<file path="src/logic/osc_pkg.sv">
package osc_pkg;

   // ---------------------------------------------------------------
   // Bus and register map
   // ---------------------------------------------------------------
   localparam int          APB_ADDR_W    = 12;
   localparam logic [11:0] ADDR_INPUT_LEVEL_CONTROL_STATUS     = 12'h000;
   localparam logic [11:0] ADDR_OUTPUT_LEVEL_CONTROL_STATUS     = 12'h004;
   localparam logic [15:0] REG_RESET     = 16'h0000;

   // ---------------------------------------------------------------
   // Field positions
   // ---------------------------------------------------------------
   localparam int          FLAG_LSB      = 12;  // Input request flags 15:12
   localparam int          IN_IRQ_EN_BIT = 8;
   localparam int          MODE_LSB      = 0;   // Mode fields 7:0, two bits each
   localparam int          SHORT_BIT     = 15;
   localparam int          CMP_EN_BIT    = 9;
   localparam int          SHORT_IE_BIT  = 8;
   localparam int          NUM_INPUTS    = 4;
   localparam int          NUM_PAIRS     = 3;

   // ---------------------------------------------------------------
   // Detection modes and sampling
   // ---------------------------------------------------------------
   typedef enum logic [1:0] {
      OSC_MODE_EDGE   = 2'b00,
      OSC_MODE_DIV8   = 2'b01,
      OSC_MODE_DIV16  = 2'b10,
      OSC_MODE_DIV128 = 2'b11
   } osc_mode_type;

   localparam int          LOW_SAMPLES   = 16;
   localparam int          DIV_W         = 7;
   localparam logic [6:0]  DIV8_MASK     = 7'h07;
   localparam logic [6:0]  DIV16_MASK    = 7'h0F;
   localparam logic [6:0]  DIV128_MASK   = 7'h7F;

endpackage

</file>
<file path="src/logic/osc_det_if.sv">
`timescale 1ns/1ps
interface osc_det_if;
   // Mode and sampling enables from the control side
   logic [1:0] mode;
   logic       en8;
   logic       en16;
   logic       en128;
   // Synchronised active-low request level
   logic       pin_lvl;
   // One-cycle pulse when the request is accepted
   logic       accept;

   modport ctrl (output mode, output en8, output en16, output en128,
                 output pin_lvl, input accept);
   modport det  (input mode, input en8, input en16, input en128,
                 input pin_lvl, output accept);
endinterface

</file>
<file path="src/logic/osc_detector.sv">
`timescale 1ns/1ps
module osc_detector #(
   parameter int SAMPLES = osc_pkg::LOW_SAMPLES
) (
   // Clock and reset
   input wire logic mclk,
   input wire logic sys_rst,
   // Control link
   osc_det_if.det   lnk
);
   import osc_pkg::*;

   localparam int CW = $clog2(SAMPLES + 1);

   // ---------------------------------------------------------------
   // Parameter check
   // ---------------------------------------------------------------
   if (SAMPLES < 2) begin : g_chk
      $error("osc_detector: SAMPLES must be at least 2");
   end

   logic          prev_q;
   logic          prev_d;
   logic [CW-1:0] cnt_q;
   logic [CW-1:0] cnt_d;
   logic          acc_q;
   logic          acc_d;
   logic          samp;

   // ---------------------------------------------------------------
   // Edge and low-level judgement
   // ---------------------------------------------------------------
   // Sample strobe chosen by the mode field
   always_comb begin
      case (lnk.mode)
         OSC_MODE_DIV8:   samp = lnk.en8;
         OSC_MODE_DIV16:  samp = lnk.en16;
         OSC_MODE_DIV128: samp = lnk.en128;
         default:         samp = 1'b0;
      endcase
   end

   // Next state; a high sample restarts the run so no partial run counts
   always_comb begin
      prev_d = lnk.pin_lvl;
      cnt_d  = cnt_q;
      acc_d  = 1'b0;
      if (lnk.mode == OSC_MODE_EDGE) begin
         cnt_d = '0;
         acc_d = prev_q & ~lnk.pin_lvl;
      end else if (samp) begin
         if (lnk.pin_lvl) begin
            cnt_d = '0;
         end else if (cnt_q == CW'(SAMPLES - 1)) begin
            cnt_d = '0;
            acc_d = 1'b1;
         end else begin
            cnt_d = cnt_q + CW'(1);
         end
      end
   end

   // Reset to idle-high so a pin already low at release counts as an edge
   always_ff @(posedge mclk or posedge sys_rst) begin
      if (sys_rst) begin
         prev_q <= 1'b1;
         cnt_q  <= '0;
         acc_q  <= 1'b0;
      end else begin
         prev_q <= prev_d;
         cnt_q  <= cnt_d;
         acc_q  <= acc_d;
      end
   end

   assign lnk.accept = acc_q;

   // ---------------------------------------------------------------
   // Checks
   // ---------------------------------------------------------------
   property p_edge_accept;
      @(posedge mclk) disable iff (sys_rst)
      (lnk.mode == OSC_MODE_EDGE && prev_q && !lnk.pin_lvl) |=> lnk.accept;
   endproperty
   a_edge_accept: assert property (p_edge_accept)
      else $error("falling edge not accepted");

   property p_high_rejects;
      @(posedge mclk) disable iff (sys_rst)
      (lnk.mode != OSC_MODE_EDGE && samp && lnk.pin_lvl)
         |=> (cnt_q == '0 && !lnk.accept);
   endproperty
   a_high_rejects: assert property (p_high_rejects)
      else $error("high sample did not restart the low run");

   property p_level_needs_run;
      @(posedge mclk) disable iff (sys_rst)
      (lnk.mode != OSC_MODE_EDGE && $rose(lnk.accept))
         |-> $past(cnt_q) == CW'(SAMPLES - 1);
   endproperty
   a_level_needs_run: assert property (p_level_needs_run)
      else $error("level request accepted without a full low run");

   c_level_accept: cover property (@(posedge mclk) disable iff (sys_rst)
      lnk.mode == OSC_MODE_DIV8 && lnk.accept);
endmodule

</file>
<file path="src/logic/osc_top.sv">
`timescale 1ns/1ps
// Overview of operation
// - Each input has its own two-bit mode
// - Mode 00 accepts a falling edge
// - Other modes need sixteen low divided samples
// - One high sample rejects the low run
// - Accepted request puts outputs high impedance
// - Both outputs of a pair low sets short flag
// - Short flag cleared by 0 after reading 1
// - Compare enable makes short flag request shutdown
// - No shutdown from compare without short irq enable
// - Short interrupt and shutdown rise together
// - Short irq enable raises interrupt on flag
// - Already low pair trips on enable
// - Unused output control bits read zero
// - Registers cleared only by power-on reset
// - Input shutdown holds until all flags clear
// - Pairs 3B/3D, 4A/4C, 4B/4D, low over one cycle
// - Input flags set, irq enable, force shutdown
// - Fourth input uses mode bits 7:6
module osc_top #(
   parameter int ADDR_W = osc_pkg::APB_ADDR_W
) (
   // Clock and power-on reset
   input  wire logic              mclk,
   input  wire logic              sys_rst,
   // APB slave
   input  wire logic              psel,
   input  wire logic              penable,
   input  wire logic              pwrite,
   input  wire logic [ADDR_W-1:0] paddr,
   input  wire logic [31:0]       pwdata,
   output logic      [31:0]       prdata,
   output logic                   pready,
   output logic                   pslverr,
   // Shutdown request pins, active low
   input  wire logic [osc_pkg::NUM_INPUTS-1:0] shutdown_request_inputs_n,
   // Timer output levels, same clock domain
   input  wire logic              timer_out_ch3_b,
   input  wire logic              timer_out_ch3_d,
   input  wire logic              timer_out_ch4_a,
   input  wire logic              timer_out_ch4_b,
   input  wire logic              timer_out_ch4_c,
   input  wire logic              timer_out_ch4_d,
   // Shutdown and interrupt requests
   output logic                   hiz_request,
   output logic                   input_irq,
   output logic                   short_irq
);
   import osc_pkg::*;

   // ---------------------------------------------------------------
   // Parameter check
   // ---------------------------------------------------------------
   if (ADDR_W < 3 || ADDR_W > 32) begin : g_chk
      $error("osc_top: ADDR_W must lie in 3..32");
   end

   // ---------------------------------------------------------------
   // Declarations
   // ---------------------------------------------------------------
   logic [NUM_INPUTS-1:0]   sync1_q;
   logic [NUM_INPUTS-1:0]   sync2_q;
   logic [DIV_W-1:0]        div_q;
   logic [DIV_W-1:0]        div_d;
   logic                    en8;
   logic                    en16;
   logic                    en128;
   logic [NUM_INPUTS-1:0]   accept;
   logic [NUM_INPUTS-1:0]   flag_q;
   logic [NUM_INPUTS-1:0]   flag_d;
   logic [NUM_INPUTS-1:0]   flag_arm_q;
   logic [NUM_INPUTS-1:0]   flag_arm_d;
   logic                    in_ie_q;
   logic                    in_ie_d;
   logic [2*NUM_INPUTS-1:0] mode_q;
   logic [2*NUM_INPUTS-1:0] mode_d;
   logic                    osf_q;
   logic                    osf_d;
   logic                    osf_arm_q;
   logic                    osf_arm_d;
   logic                    oce_q;
   logic                    oce_d;
   logic                    oie_q;
   logic                    oie_d;
   logic [NUM_PAIRS-1:0]    pair_low;
   logic [NUM_PAIRS-1:0]    pair_low_q;
   logic                    short_now;
   logic                    pready_q;
   logic                    pready_d;
   logic [31:0]             prdata_q;
   logic [31:0]             prdata_d;
   logic                    pslverr_q;
   logic                    pslverr_d;
   logic                    hiz_q;
   logic                    hiz_d;
   logic                    in_irq_q;
   logic                    in_irq_d;
   logic                    sh_irq_q;
   logic                    sh_irq_d;
   logic                    sel_input_level_control_status;
   logic                    sel_output_level_control_status;
   logic                    xfer_done;
   logic                    wr_done;
   logic                    rd_done;
   logic [15:0]             input_level_control_status_view;
   logic [15:0]             output_level_control_status_view;

   // ---------------------------------------------------------------
   // Pin synchronisers and sampling divider
   // ---------------------------------------------------------------
   // Second stage alone feeds the detectors
   always_ff @(posedge mclk or posedge sys_rst) begin
      if (sys_rst) begin
         sync1_q <= '1;
         sync2_q <= '1;
      end else begin
         sync1_q <= shutdown_request_inputs_n;
         sync2_q <= sync1_q;
      end
   end

   // Free-running divider; one pulse each per 8, 16 and 128 cycles
   always_comb begin
      div_d = div_q + DIV_W'(1);
      en8   = (div_q & DIV8_MASK)   == DIV8_MASK;
      en16  = (div_q & DIV16_MASK)  == DIV16_MASK;
      en128 = (div_q & DIV128_MASK) == DIV128_MASK;
   end

   always_ff @(posedge mclk or posedge sys_rst) begin
      if (sys_rst) begin
         div_q <= '0;
      end else begin
         div_q <= div_d;
      end
   end

   // ---------------------------------------------------------------
   // Per-input detectors
   // ---------------------------------------------------------------
   for (genvar i = 0; i < NUM_INPUTS; i++) begin : g_det
      osc_det_if lnk ();
      // Each input reads only its own mode field
      assign lnk.mode    = mode_q[2*i +: 2];
      assign lnk.en8     = en8;
      assign lnk.en16    = en16;
      assign lnk.en128   = en128;
      assign lnk.pin_lvl = sync2_q[i];
      assign accept[i]   = lnk.accept;
      osc_detector #(.SAMPLES(LOW_SAMPLES)) u_det (
         .mclk    (mclk),
         .sys_rst (sys_rst),
         .lnk     (lnk.det)
      );
   end

   // ---------------------------------------------------------------
   // Output level compare
   // ---------------------------------------------------------------
   // A glitch of one cycle is tolerated; two cycles low trips
   always_comb begin
      pair_low[0] = ~timer_out_ch3_b & ~timer_out_ch3_d;
      pair_low[1] = ~timer_out_ch4_a & ~timer_out_ch4_c;
      pair_low[2] = ~timer_out_ch4_b & ~timer_out_ch4_d;
      short_now   = |(pair_low & pair_low_q);
   end

   always_ff @(posedge mclk or posedge sys_rst) begin
      if (sys_rst) begin
         pair_low_q <= '0;
      end else begin
         pair_low_q <= pair_low;
      end
   end

   // ---------------------------------------------------------------
   // APB decode
   // ---------------------------------------------------------------
   // One wait state so that every bus output comes from a flop
   always_comb begin
      sel_input_level_control_status  = paddr == ADDR_W'(ADDR_INPUT_LEVEL_CONTROL_STATUS);
      sel_output_level_control_status  = paddr == ADDR_W'(ADDR_OUTPUT_LEVEL_CONTROL_STATUS);
      xfer_done = psel & penable & pready_q;
      wr_done   = xfer_done & pwrite;
      rd_done   = xfer_done & ~pwrite;
      input_level_control_status_view = {flag_q, 3'b000, in_ie_q, mode_q};
      output_level_control_status_view = {osf_q, 5'b0_0000, oce_q, oie_q, 8'h00};
   end

   // ---------------------------------------------------------------
   // Register next state
   // ---------------------------------------------------------------
   always_comb begin
      flag_d     = flag_q;
      flag_arm_d = flag_arm_q;
      in_ie_d    = in_ie_q;
      mode_d     = mode_q;
      osf_d      = osf_q;
      osf_arm_d  = osf_arm_q;
      oce_d      = oce_q;
      oie_d      = oie_q;
      // Reading a flag as 1 arms its clear
      if (rd_done && sel_input_level_control_status) begin
         flag_arm_d = flag_arm_q | flag_q;
      end
      if (rd_done && sel_output_level_control_status) begin
         osf_arm_d = osf_arm_q | osf_q;
      end
      if (wr_done && sel_input_level_control_status) begin
         for (int k = 0; k < NUM_INPUTS; k++) begin
            if (!pwdata[FLAG_LSB+k] && flag_arm_q[k]) begin
               flag_d[k]     = 1'b0;
               flag_arm_d[k] = 1'b0;
            end
         end
         in_ie_d = pwdata[IN_IRQ_EN_BIT];
         mode_d  = pwdata[MODE_LSB +: 2*NUM_INPUTS];
      end
      if (wr_done && sel_output_level_control_status) begin
         // Writing 1 leaves the flag alone
         if (!pwdata[SHORT_BIT] && osf_arm_q) begin
            osf_d     = 1'b0;
            osf_arm_d = 1'b0;
         end
         oce_d = pwdata[CMP_EN_BIT];
         oie_d = pwdata[SHORT_IE_BIT];
      end
      // Hardware sets win over a clear in the same cycle
      flag_d = flag_d | accept;
      if (oce_q && short_now) begin
         osf_d = 1'b1;
      end
   end

   // ---------------------------------------------------------------
   // Bus answer and request outputs
   // ---------------------------------------------------------------
   always_comb begin
      pready_d  = psel & penable & ~pready_q;
      prdata_d  = 32'h0000_0000;
      pslverr_d = 1'b0;
      if (pready_d) begin
         pslverr_d = ~(sel_input_level_control_status | sel_output_level_control_status);
         if (!pwrite && sel_input_level_control_status) begin
            prdata_d = {16'h0000, input_level_control_status_view};
         end else if (!pwrite && sel_output_level_control_status) begin
            prdata_d = {16'h0000, output_level_control_status_view};
         end
      end
      // Input flags hold shutdown until every one is cleared
      hiz_d    = (|flag_d)
               | (oce_d & oie_d & osf_d);
      in_irq_d = in_ie_d & (|flag_d);
      sh_irq_d = oie_d & osf_d;
   end

   // Only the power-on reset clears state; no other reset reaches here
   always_ff @(posedge mclk or posedge sys_rst) begin
      if (sys_rst) begin
         flag_q     <= REG_RESET[FLAG_LSB +: NUM_INPUTS];
         flag_arm_q <= '0;
         in_ie_q    <= REG_RESET[IN_IRQ_EN_BIT];
         mode_q     <= REG_RESET[MODE_LSB +: 2*NUM_INPUTS];
         osf_q      <= REG_RESET[SHORT_BIT];
         osf_arm_q  <= 1'b0;
         oce_q      <= REG_RESET[CMP_EN_BIT];
         oie_q      <= REG_RESET[SHORT_IE_BIT];
         pready_q   <= 1'b0;
         prdata_q   <= 32'h0000_0000;
         pslverr_q  <= 1'b0;
         hiz_q      <= 1'b0;
         in_irq_q   <= 1'b0;
         sh_irq_q   <= 1'b0;
      end else begin
         flag_q     <= flag_d;
         flag_arm_q <= flag_arm_d;
         in_ie_q    <= in_ie_d;
         mode_q     <= mode_d;
         osf_q      <= osf_d;
         osf_arm_q  <= osf_arm_d;
         oce_q      <= oce_d;
         oie_q      <= oie_d;
         pready_q   <= pready_d;
         prdata_q   <= prdata_d;
         pslverr_q  <= pslverr_d;
         hiz_q      <= hiz_d;
         in_irq_q   <= in_irq_d;
         sh_irq_q   <= sh_irq_d;
      end
   end

   assign prdata      = prdata_q;
   assign pready      = pready_q;
   assign pslverr     = pslverr_q;
   assign hiz_request = hiz_q;
   assign input_irq   = in_irq_q;
   assign short_irq   = sh_irq_q;

   // ---------------------------------------------------------------
   // Checks
   // ---------------------------------------------------------------
   property p_accept_hiz;
      @(posedge mclk) disable iff (sys_rst)
      (|accept) |=> (|flag_q) && hiz_request;
   endproperty
   a_accept_hiz: assert property (p_accept_hiz)
      else $error("accepted request did not force shutdown");

   property p_flags_hold_hiz;
      @(posedge mclk) disable iff (sys_rst)
      (|flag_q) |-> hiz_request;
   endproperty
   a_flags_hold_hiz: assert property (p_flags_hold_hiz)
      else $error("shutdown released while an input flag is set");

   property p_short_sets;
      @(posedge mclk) disable iff (sys_rst)
      (oce_q && (|(pair_low & pair_low_q))) |=> osf_q;
   endproperty
   a_short_sets: assert property (p_short_sets)
      else $error("sustained low pair did not set short flag");

   property p_single_low_ok;
      @(posedge mclk) disable iff (sys_rst)
      (!osf_q && pair_low_q == '0 && !(wr_done && sel_output_level_control_status)) |=> !osf_q;
   endproperty
   a_single_low_ok: assert property (p_single_low_ok)
      else $error("short flag set by a one-cycle low");

   // Compared on registered values, so a same-cycle flag set is not mistaken
   property p_no_oie_no_hiz;
      @(posedge mclk) disable iff (sys_rst)
      !oie_q |-> (hiz_request == (|flag_q));
   endproperty
   a_no_oie_no_hiz: assert property (p_no_oie_no_hiz)
      else $error("compare shutdown without short irq enable");

   property p_irq_with_hiz;
      @(posedge mclk) disable iff (sys_rst)
      (oce_q && oie_q && osf_q) |-> (hiz_request && short_irq);
   endproperty
   a_irq_with_hiz: assert property (p_irq_with_hiz)
      else $error("short interrupt and shutdown not together");

   property p_irq_off;
      @(posedge mclk) disable iff (sys_rst)
      !oie_q |-> !short_irq;
   endproperty
   a_irq_off: assert property (p_irq_off)
      else $error("short interrupt while disabled");

   property p_write1_keeps;
      @(posedge mclk) disable iff (sys_rst)
      (wr_done && sel_output_level_control_status && pwdata[SHORT_BIT] && osf_q) |=> osf_q;
   endproperty
   a_write1_keeps: assert property (p_write1_keeps)
      else $error("writing 1 cleared the short flag");

   property p_reserved_zero;
      @(posedge mclk) disable iff (sys_rst)
      (pready_d && !pwrite && sel_output_level_control_status)
         |=> (prdata[7:0] == 8'h00 && prdata[14:10] == 5'b0_0000);
   endproperty
   a_reserved_zero: assert property (p_reserved_zero)
      else $error("reserved bits read nonzero");

   c_input_hiz: cover property (@(posedge mclk) disable iff (sys_rst)
      $rose(hiz_request) && (|flag_q));
   c_short_trip: cover property (@(posedge mclk) disable iff (sys_rst)
      $rose(osf_q) && oce_q && oie_q);
   c_release: cover property (@(posedge mclk) disable iff (sys_rst)
      $fell(hiz_request));
endmodule

</file>
<file path="config.mk">
export PLATFORM = sky130hd
export DESIGN_NAME = osc_top
export DESIGN_NICKNAME = d
export VERILOG_FILES = /design/src/logic/osc_pkg.sv /design/src/logic/osc_det_if.sv /design/src/logic/osc_detector.sv /design/src/logic/osc_top.sv
export SDC_FILE = /design/constraint.sdc
export NUM_CORES = 1
export LEC_CHECK = 0
export BUFFER_PORTS_ARGS = -buffer_cell sky130_fd_sc_hd__buf_4
export CAP_MARGIN = 20
export CORE_MARGIN = 4
export CORE_UTILIZATION = 50
export DETAILED_ROUTE_END_ITERATION = 7
export PLACE_DENSITY = 0.8
export SYNTH_ARGS = -nofsm -noshare
export SYNTH_HDL_FRONTEND = slang
export SYNTH_HIERARCHICAL = 1
export SYNTH_SLANG_ARGS = --single-unit
</file>
<file path="constraint.sdc">
create_clock -name mclk -period 2.1 [get_ports mclk]
set_input_delay 0 -clock mclk [delete_from_list [all_inputs] [get_ports mclk]]
set_output_delay 0 -clock mclk [all_outputs]
set_load 0.01 [all_outputs]
</file>
# ---- Word-level counts from Yosys, hierarchy flattened
# Cells that the tools add are included.
dict set report word_totals {
  in_bits 59
  register_bits 104
  out_inout_bits 37
  elab_cells 178
}
dict set report classes {
  eq_ne 20
  n_bitwise 35
  muxes 60
  n_addsub 5
  n_reduce_logical 28
}
# cell count
set op_table {}
lappend op_table {{$mux W5} 16}
lappend op_table {{$mux W16} 3}
lappend op_table {{$mux W1} 34}
lappend op_table {{$add A5 B1 Y5 const B} 4}
lappend op_table {{$eq A5 B4 Y1 const B} 4}
lappend op_table {{$and A1 B1 Y1} 16}
lappend op_table {{$eq A2 B2 Y1 const B} 8}
lappend op_table {{$not A1 Y1} 13}
lappend op_table {{$eq A12 B3 Y1 const B} 1}
lappend op_table {{$logic_and A1 B1 Y1} 12}
lappend op_table {{$logic_not A12 Y1} 1}
lappend op_table {{$mux W4} 3}
lappend op_table {{$pmux W1 S3} 4}
lappend op_table {{$eq A2 B1 Y1 const B} 4}
lappend op_table {{$logic_not A2 Y1} 4}
lappend op_table {{$or A4 B4 Y4} 2}
lappend op_table {{$reduce_bool A2 Y1} 4}
lappend op_table {{$add A7 B1 Y7 const B} 1}
lappend op_table {{$eq A7 B7 Y1 const B} 1}
lappend op_table {{$logic_not A1 Y1} 5}
lappend op_table {{$eq A4 B4 Y1 const B} 1}
lappend op_table {{$reduce_or A4 Y1} 1}
lappend op_table {{$and A3 B3 Y3} 1}
lappend op_table {{$eq A3 B3 Y1 const B} 1}
lappend op_table {{other kinds (2)} 4}

# ---- Logic depth before layout (Yosys ltp)
# Gate-level depths: netlist of the first run.
dict set report depth {
  word_depth 8
  ltp_mapped 8
  ltp_nobuf 8
}

# ---- By module
# Netlist of the first run, hierarchy kept.
# mod instances cells_per_inst area_per_inst_um2 seq_area_each_um2
set by_module_without_submodules {}
lappend by_module_without_submodules {osc_top 1 206 2333.5 1461.4}
lappend by_module_without_submodules {osc_detector 4 35 346.6 176.4}

# ---- Worst setup path before layout of the first run
# Ideal clock, no wire load.
dict set report synth_path {
  path_type {reg2reg}
  from {register div_q[0]}
  to {register g_det[0].u_det.cnt_q[1]}
  setup_ns 0.121
  n_path_buf 0
  arrival_time_ns 1.740
  period_less_slack_ns 1.861
  slack_ns 0.239
  t_required_ns 1.979
  path_stages_with_launch 8
  cell_sequence {dfrtp_1 ha_1 and3_1 and3_1 and2_1 mux2i_1 a21o_1 a22o_1}
}
dict set report synth_between {
  elab_chain_cells 3
  word_cells_on_any_way 5
  classes_between {3 x eq/ne; 1 x mux; 1 x reduce/logical}
}
# element line_no
set synth_lines {}
lappend synth_lines {{from (decl)} osc_top.sv:64} ;# logic [DIV_W-1:0] div_q;
lappend synth_lines {{from (signal assigned)} osc_top.sv:135} ;# div_q <= div_d;
lappend synth_lines {{$eq A4 B4 Y1} osc_top.sv:127} ;# en16 = (div_q & DIV16_MASK) == DIV16_MASK;
lappend synth_lines {{named net en16} osc_top.sv:67} ;# logic en16;
lappend synth_lines {{$pmux W1 S3} osc_detector.sv:35} ;# case (lnk.mode)
lappend synth_lines {{$reduce_bool A2 Y1 (no source line)} --}
lappend synth_lines {{to (signal assigned)} osc_detector.sv:71} ;# cnt_q <= cnt_d;
lappend synth_lines {{to (decl)} osc_detector.sv:24} ;# logic [CW-1:0] cnt_q;
# The timed path passes the listed nets, and every way through them passes these cells.
# A chain may end at the register's enable or synchronous reset.

# ---- Worst setup path after layout of the first run
dict set report layout_path {
  from {input paddr[8]}
  to {register osf_arm_q}
}
dict set report layout_between {
  elab_chain_cells 5
  word_cells_on_any_way 6
  classes_between {1 x eq/ne; 3 x mux; 2 x reduce/logical}
}
# element line_no
set layout_lines {}
lappend layout_lines {{from (decl)} osc_top.sv:31} ;# input wire logic [ADDR_W-1:0] paddr,
lappend layout_lines {{$eq A12 B3 Y1 (*)} osc_top.sv:183} ;# sel_output_level_control_status = paddr == ADDR_W'(ADDR_OUTPUT_LEVEL_CONTROL_STATUS);
lappend layout_lines {{$logic_and A1 B1 Y1} osc_top.sv:207} ;# if (rd_done && sel_output_level_control_status) begin
lappend layout_lines {{$mux W1} osc_top.sv:207}
lappend layout_lines {{$mux W1} osc_top.sv:222} ;# if (!pwdata[SHORT_BIT] && osf_arm_q) begin
lappend layout_lines {{$mux W1 (*)} osc_top.sv:220} ;# if (wr_done && sel_output_level_control_status) begin
lappend layout_lines {{named net osf_arm_d} osc_top.sv:81} ;# logic osf_arm_d;
lappend layout_lines {{to (signal assigned)} osc_top.sv:281} ;# osf_arm_q <= osf_arm_d;
lappend layout_lines {{to (decl)} osc_top.sv:80} ;# logic osf_arm_q;
# Mark *: on every way through the listed nets, which the timed path passes. The rest lies on a longest branch.

==> metrics, run 1 <==
Die Span Y between 90 and 100 um; crit-path leading delay family buffers and inverters; power per standard cell area 647 nW/um^2; Clk Tree Root Cell clkbuf_8; Util after Layout 0.663; worst path cell trace buf_4 > dlygate4sd3_1 > nor3_2 > or4b_4 > o41ai_1 > dlygate4sd3_1; CTS H-Tree Depth 3; Reg-to-Reg End hiz_request$_DFF_PP0_; hold path start pwdata[13]; Seq/Total Area, Yosys 0.583; effective utilization at floorplan 0.513; I/O pin cnt 96; Via density slightly above 5; postcts setup bufs 0; die area between 8000 and 9000 sq um; share of the synthesized area in the top cell type 0.498; Ant. Diodes 0; # Max-Cap Violations 0; Syn-to-layout area delta 29.3%; Synth area leader dfrtp_1; flop-to-flop setup slack 130 ps; final worst-path setup slack 53.3 ps; GRT Total Usage 0.185; Slew HR 0.599; Yosys reg bits 86; CTS Buffer Depth 2; num rows 31; setup_tns 0 ps; Max Slew Vio Count 0; GP Congestion approximately 0.8; status finished, final reports clean; RR Startpoint pready$_DFF_PP0_; Worst-Margin Slew 601 ps; cells after synthesis 346; Post-DP HPWL ~5500 um; routed len/inst 14.0 um; WP buf/inv 3; post-synth cell types 44; Setup WS pre-CTS -39.6 ps; gr ovfl total 0; crit path capture type register; Total Nets Final 516; via count 2,827; final setup vio count 0; largest net degree at the start of global routing 32; YS warnings 6; Worst setup SP type input pin; Syn Std Cell Area 3720 sq um; ratio of cells with drive above 1 in the final layout 0.242; Min-Delay Endpoint flag_arm_q[1]$_DFF_PP0_; Hold/Removal Path Class in2reg; hold depth 4; global-route wire length before repair 12,800 um; initial antenna violation count 0; RSZ-0062 raised after global routing false; vias in the first global route 2,879; Max IR drop VDD 0.737 mV; arrival time worst endpoint 2330 ps; Non-Filler Instances roughly 550; CP dominant cell by count dlygate4sd3_1; Main synth FF type dfrtp_1; Core ar. 7250 sq um; TritonRoute pass-1 iters 4; Async SR Flop Fraction 1.00; Leakage 2.30 nW; Skew-Pair Late Insertion Delay 340 ps; Reg2Reg Depth 6; largest cells by area after synthesis dfrtp_1 (50%), dfstp_2 (8.5%), buf_4 (4.0%); Num CTS Buffers 9; CTS tree yes; Reg clk slew, reported paths roughly 90 ps; CP Class in2reg; DRC violations left 0; Crit path required time 2380 ps; worst clock skew 14.2 ps; slowest cell on the critical path dlygate4sd3_1; DP Cell Count 511; CP peak stage delay between 600 and 700 ps; Final Hold Viols 0; Tmin final 2050 ps; final cycle utilization of the critical path 0.975; post-route ant nets 0; CP Max Fanout 3; Die Wd 94.3 um; port buffer count 59; clock tree sinks 86; final WL a little under 8000 um; Post-synth EDFFs 0; initial DRC count 168; Synth Area per Inst between 10 and 15 sq um; Achievable Freq 489 MHz
-- synth_stat cells (3+ instances only) --
master	count
dfstp_2	12
nand4bb_1	4
ha_1	6
mux2i_1	5
dfrtp_1	74
xor2_1	7
buf_4	20
nand3_1	10
nand3b_1	4
a22o_1	4
and2_1	12
nor3b_1	4
nor2b_1	5
nand2b_1	10
inv_1	8
o21ai_1	24
a21o_1	5
nor3_1	13
and3_1	3
nand2_1	40
a21oi_1	18
nor2_1	33
-- area by class of cell --
cell class              instances  area, sq um
fillers                       524         2440
flip-flops and latches         86         2170
multi-input cells             248         1440
repair buffers                 98          831
clock buffers                  11          141
well taps                      99          124
clock inverters                 4         72.6
inverters                       8         30.0
-- logic make-up (layout without fill, tap and decap cells) --
group                    after synthesis  after routing  synth area share
buffers and inverters                 29            121            0.0494
flip-flops                            86             86             0.583
AND/OR/NAND/NOR                      153            153             0.222
adder cells (fa/ha/maj)                6              6            0.0202
multiplexers                           6              6            0.0165
AO/OA/AOI/OAI                         57             57            0.0895
XOR/XNOR                               8              8            0.0188
other                                  1             18           0.00101
-- what timing repair did --
item                       4_1_cts  5_1_grt
hold endpoints to repair        77        0
hold buffers                    28        0
setup endpoints to repair        0        6
gates resized for setup          0        4
-- power breakdown --
part	internal, mW	total, mW	switching [mW]
Clock	0.694	1.23	0.534
Sequential	1.69	1.70	0.0132
Combinational	0.101	0.187	0.0861
Total	2.48	3.11	0.634
-- flip-flops by register name, indices dropped and copies added (netlist names) --
register                flops
hiz_request                 1
osf_arm_q                   1
oce_q                       1
prdata                     14
input_irq                   1
g_det.u_det/lnk.accept      4
mode_q                      8
flag_arm_q                  4
g_det.u_det/prev_q          4
flag_q                      4
div_q                       7
pair_low_q                  3
osf_q                       1
sync2_q                     4
g_det.u_det/cnt_q          20
pready                      1
pslverr                     1
in_ie_q                     1
short_irq                   1
oie_q                       1
sync1_q                     4
-- worst reg2reg max path, delay by kind of cell, from the launching register on --
kind            cells  cell delay, ps
flops               1             380
compound gates      2             370
simple gates        3             910
buf+inv             1             210
-- per-layer routing --
layer  GRT usage  vias to the layer above  routed length, um
met5           0                        -                  0
met4      0.0578                        0                105
met3      0.0521                       10                500
met2       0.307                       84               3640
met1       0.234                     1375               3510
li1            -                     1358                  -
-- stage by stage --
stage          area (sq um)  hold slack [ps]  power [mW]
5_1_grt                4810             46.5        3.24
2_1_floorplan          3780             -197        1.81
4_1_cts                4800            0.341        3.15
3_3_place_gp           4300            -3.05        1.87
6_report               4810             25.2        3.11
3_5_place_dp           4300            -3.67        1.88
-- cell usage in the layout (no fill, tap or decap), drive strengths merged, types with 5 or more instances in the layout --
cell,count
dlygate4sd3,28
buf,70
dfrtp,74
a21oi,18
inv,8
nand2,40
nor2,34
ha,6
nand3,10
mux2i,5
and2,12
o21ai,25
nand2b,10
nor3,13
dfstp,12
clkbuf,11
xor2,7
conb,18
nor2b,5
a21o,5
-- how the worst max path moves through the flow --
stage | depth (start not counted) | slack [ps] | endpoint | from
after global routing | 8 | 20 | hiz_request$_DFF_PP0_ | paddr[2]
after floorplan | 7 | 240 | g_det[0].u_det/cnt_q[1]$_DFFE_PP0P_ | div_q[0]$_DFF_PP0_
after CTS | 6 | 90 | osf_arm_q$_DFF_PP0_ | paddr[8]
after global placement | 7 | 50 | hiz_request$_DFF_PP0_ | paddr[9]
final | 6 | 50 | osf_arm_q$_DFF_PP0_ | paddr[8]
after detailed placement | 7 | -40 | hiz_request$_DFF_PP0_ | paddr[9]
No activity file was read; power rests on OpenSTA's default activity.
==> run 2, diff against run 1 <==
- ABC_CLOCK_PERIOD_IN_PS: not set -> 2100
- SYNTH_HIERARCHICAL: 1 -> not set
==> run 2 against run 1 <==
Effect of this change: fmax rose by 2.1%; wire length shrank 0.63%; critical path depth increased by 2; non-clock buffer count decreased by 3; critical endpoint is now hiz_request$_DFF_PP0_.
==> metrics, run 2 <==
Achievable Freq 499 MHz (was 489 MHz); num rows 31 (unchanged); post-route ant nets 0 (unchanged); status finished, final reports clean (unchanged); DRC violations left 0 (unchanged); most numerous cell in the Yosys netlist dfrtp_1 (unchanged); Post-synth EDFFs 0 (unchanged); final cycle utilization of the critical path 0.955 (was 0.975); Hold Slack 117 ps (was 25.2 ps); Max Slew Vio Count 0 (unchanged); final WL 7710 um (was 7760 um); Async SR Flop Fraction 1.00 (unchanged); Setup WS pre-CTS 96.8 ps (was -39.6 ps); effective utilization at floorplan 0.517 (was 0.513); Crit path required time 2330 ps (was 2380 ps); Ant. Diodes 0 (unchanged); multiplexer area fraction after synthesis 0.0402 (was 0.0165); most frequent cells in the layout dfrtp_1 (74), buf_4 (64), dlygate4sd3_1 (30) (was dfrtp_1 (74), buf_4 (68), nand2_1 (40)); Total Nets Final 503 (was 516); main combinational cell family by area after synthesis simple AND/OR/NAND/NOR gates (unchanged); CTS H-Tree Depth 3 (unchanged); cells after synthesis 340 (was 346); post_cts resized 0 (unchanged); YS warnings 0 (was 6); most common library cells after synthesis dfrtp_1 (74), nor2_1 (26), a21oi_1 (23), nand2_1 (23) (was dfrtp_1 (74), nand2_1 (40), nor2_1 (33)); Synth area leader dfrtp_1 (unchanged); power per standard cell area 632 nW/um^2 (was 647 nW/um^2); final setup vio count 0 (unchanged); clock tree sinks 86 (unchanged); # Max-Cap Violations 0 (unchanged); gr ovfl total 0 (unchanged); I/O pin cnt 96 (unchanged); Skew-Pair Late Insertion Delay 360 ps (was 340 ps); GRT Total Usage 0.181 (was 0.185); CP Class in2reg (unchanged); Yosys reg bits 86 (unchanged); vias in the first global route 2,814 (was 2,879); CP Max Fanout 11 (was 3); Util after Layout 0.655 (was 0.663); Max IR drop VDD 0.310 mV (was 0.737 mV); ratio of cells with drive above 1 in the final layout 0.257 (was 0.242); Die Wd 94.8 um (was 94.3 um); CTS tree yes (unchanged); die area 8990 sq um (was 8880 sq um); initial DRC count 125 (was 168); Adder-Cell Fraction of Synth Area 0.0199 (was 0.0202); Slew HR 0.648 (was 0.599); largest net degree at the start of global routing 87 (was 32); postcts setup bufs 0 (unchanged); global-route wire length before repair 12,700 um (was 12,800 um); simple-gate share of the synthesized area 0.179 (was 0.222); post-synth cell types 49 (was 44); Syn-to-layout area delta 26.7% (was 29.3%); CTS Hold Bufs 30 (was 28); max FFs per register 20 (unchanged); Synth Area in Compound Gates 0.109 (was 0.0895); RSZ-0062 raised after global routing false (unchanged); Hold/Removal Path Class in2reg (unchanged); final worst-path setup slack 94.9 ps (was 53.3 ps); Synth Area per Inst 11.1 sq um (was 10.8 sq um); Tmin final 2010 ps (was 2050 ps); commonest non-fill, non-tap cell in the layout dfrtp_1 (unchanged); Most flops, register g_det.u_det.cnt_q (was g_det.u_det/cnt_q); via count 2,801 (was 2,827); setup_tns 0 ps (unchanged); Leakage 2.26 nW (was 2.30 nW); crit path capture type register (unchanged); Seq/Total Area, Yosys 0.575 (was 0.583); Reg clk slew, reported paths 80 ps (was 90 ps); Num CTS Buffers 9 (unchanged); fin area 4780 sq um (was 4810 sq um); TritonRoute pass-1 iters 4 (unchanged); Worst setup SP type input pin (unchanged); arrival time worst endpoint 2230 ps (was 2330 ps); Cell Area, Placed 4290 sq um (was 4300 sq um); Final Hold Viols 0 (unchanged); Core ar. 7290 sq um (was 7250 sq um); GP Congestion 0.788 (was 0.801); Die Span Y 94.8 um (was 94.3 um); CTS Buffer Depth 2 (unchanged); Post-DP HPWL 5200 um (was 5490 um); Main synth FF type dfrtp_1 (unchanged); share of the synthesized area in the top cell type 0.491 (was 0.498); largest cells by area after synthesis dfrtp_1 (49%), dfstp_2 (8.4%), buf_4 (3.6%) (was dfrtp_1 (50%), dfstp_2 (8.5%), buf_4 (4.0%)); Synth Area in XOR/XNOR 0.0163 (was 0.0188); routed len/inst 14.2 um (was 14.0 um); Via density 5.17 (was 5.10); Clk Tree Root Cell clkbuf_8 (unchanged); worst clock skew 15.6 ps (was 14.2 ps); port buffer count 59 (unchanged); initial antenna violation count 0 (unchanged); Worst-Margin Slew 526 ps (was 601 ps); Syn Std Cell Area 3770 sq um (was 3720 sq um)
-- run 2: cell types whose count changed after synthesis, sizes merged, moves of 5 or more --
cell,previous run,this run
o21ai,25,17
nor2,34,27
nand2b,10,3
nor3b,4,9
nand2,40,23
a21oi,18,23
nand3,10,18
o31ai,0,5
nor3,13,7
a31oi,0,6
mux2,1,9
-- run 2: stage by stage --
| stage | std cells | power [mW] |
|---|---|---|
| after global routing | 542 | 3.16 |
| after CTS | 542 | 3.04 |
| after global placement | 496 | 1.91 |
| final | 542 | 3.02 |
| after detailed placement | 496 | 1.92 |
| after floorplan | 357 | 1.85 |
-- run 2: path summary, 6_finish.rpt --
kind / startpoint / endpoint / slack, ps / depth (start not counted)
worst max-delay path: pwrite / hiz_request$_DFF_PP0_ / 90 / 8
worst min-delay path: paddr[3] / pslverr$_DFF_PP0_ / 120 / 4
worst max register to register: div_q[0]$_DFF_PP0_ / g_det[3].u_det.cnt_q[2]$_DFFE_PP0P_ / 260 / 6
worst min register to register: sync1_q[0]$_DFF_PP1_ / sync2_q[0]$_DFF_PP1_ / 360 / 0
max in group asynchronous: sys_rst / sync1_q[0]$_DFF_PP1_ / 1420 / 4
min in group asynchronous: sys_rst / pair_low_q[0]$_DFF_PP0_ / 320 / 4
-- run 2: metal layers --
metal / GRT usage / part of all wire / wire length (um) / vias to the layer above
li1: - / - / - / 1361
met1: 0.235 / 0.45 / 3450 / 1358
met2: 0.299 / 0.49 / 3770 / 70
met3: 0.0446 / 0.048 / 371 / 12
met4: 0.0601 / 0.015 / 116 / 0
met5: 0 / 0 / 0 / -
-- run 2: power breakdown --
part / internal [mW] / switching, mW / leakage, nW / total (mW)
sequential: 1.69 / 0.0238 / 1.09 / 1.72
combinational: 0.113 / 0.0998 / 1.08 / 0.213
clock: 0.454 / 0.631 / 0.0863 / 1.09
-- run 2: critical path: stages --
cell and delay (ps):
dlygate4sd3_1 530, buf_4 120, or4b_2 620, nor4_2 160
buf_4 220, a21oi_1 110, nor4_2 340, o21ai_1 120
-- run 2: cell type report --
class,count,area [sq um]
Sequential cell,86,2170
Timing Repair Buffer,95,801
Inverter,12,48.8
Fill cell,559,2520
Clock buffer,9,124
Clock inverter,7,62.6
Tap cell,99,124
Multi-Input combinational cell,234,1450
-- run 2: cells by family after synthesis --
group	count (synthesis)
compound gates	68
simple gates	121
fa+ha+maj	6
buf+inv	37
xor+xnor	7
flops	86
mux	14
other cells	1
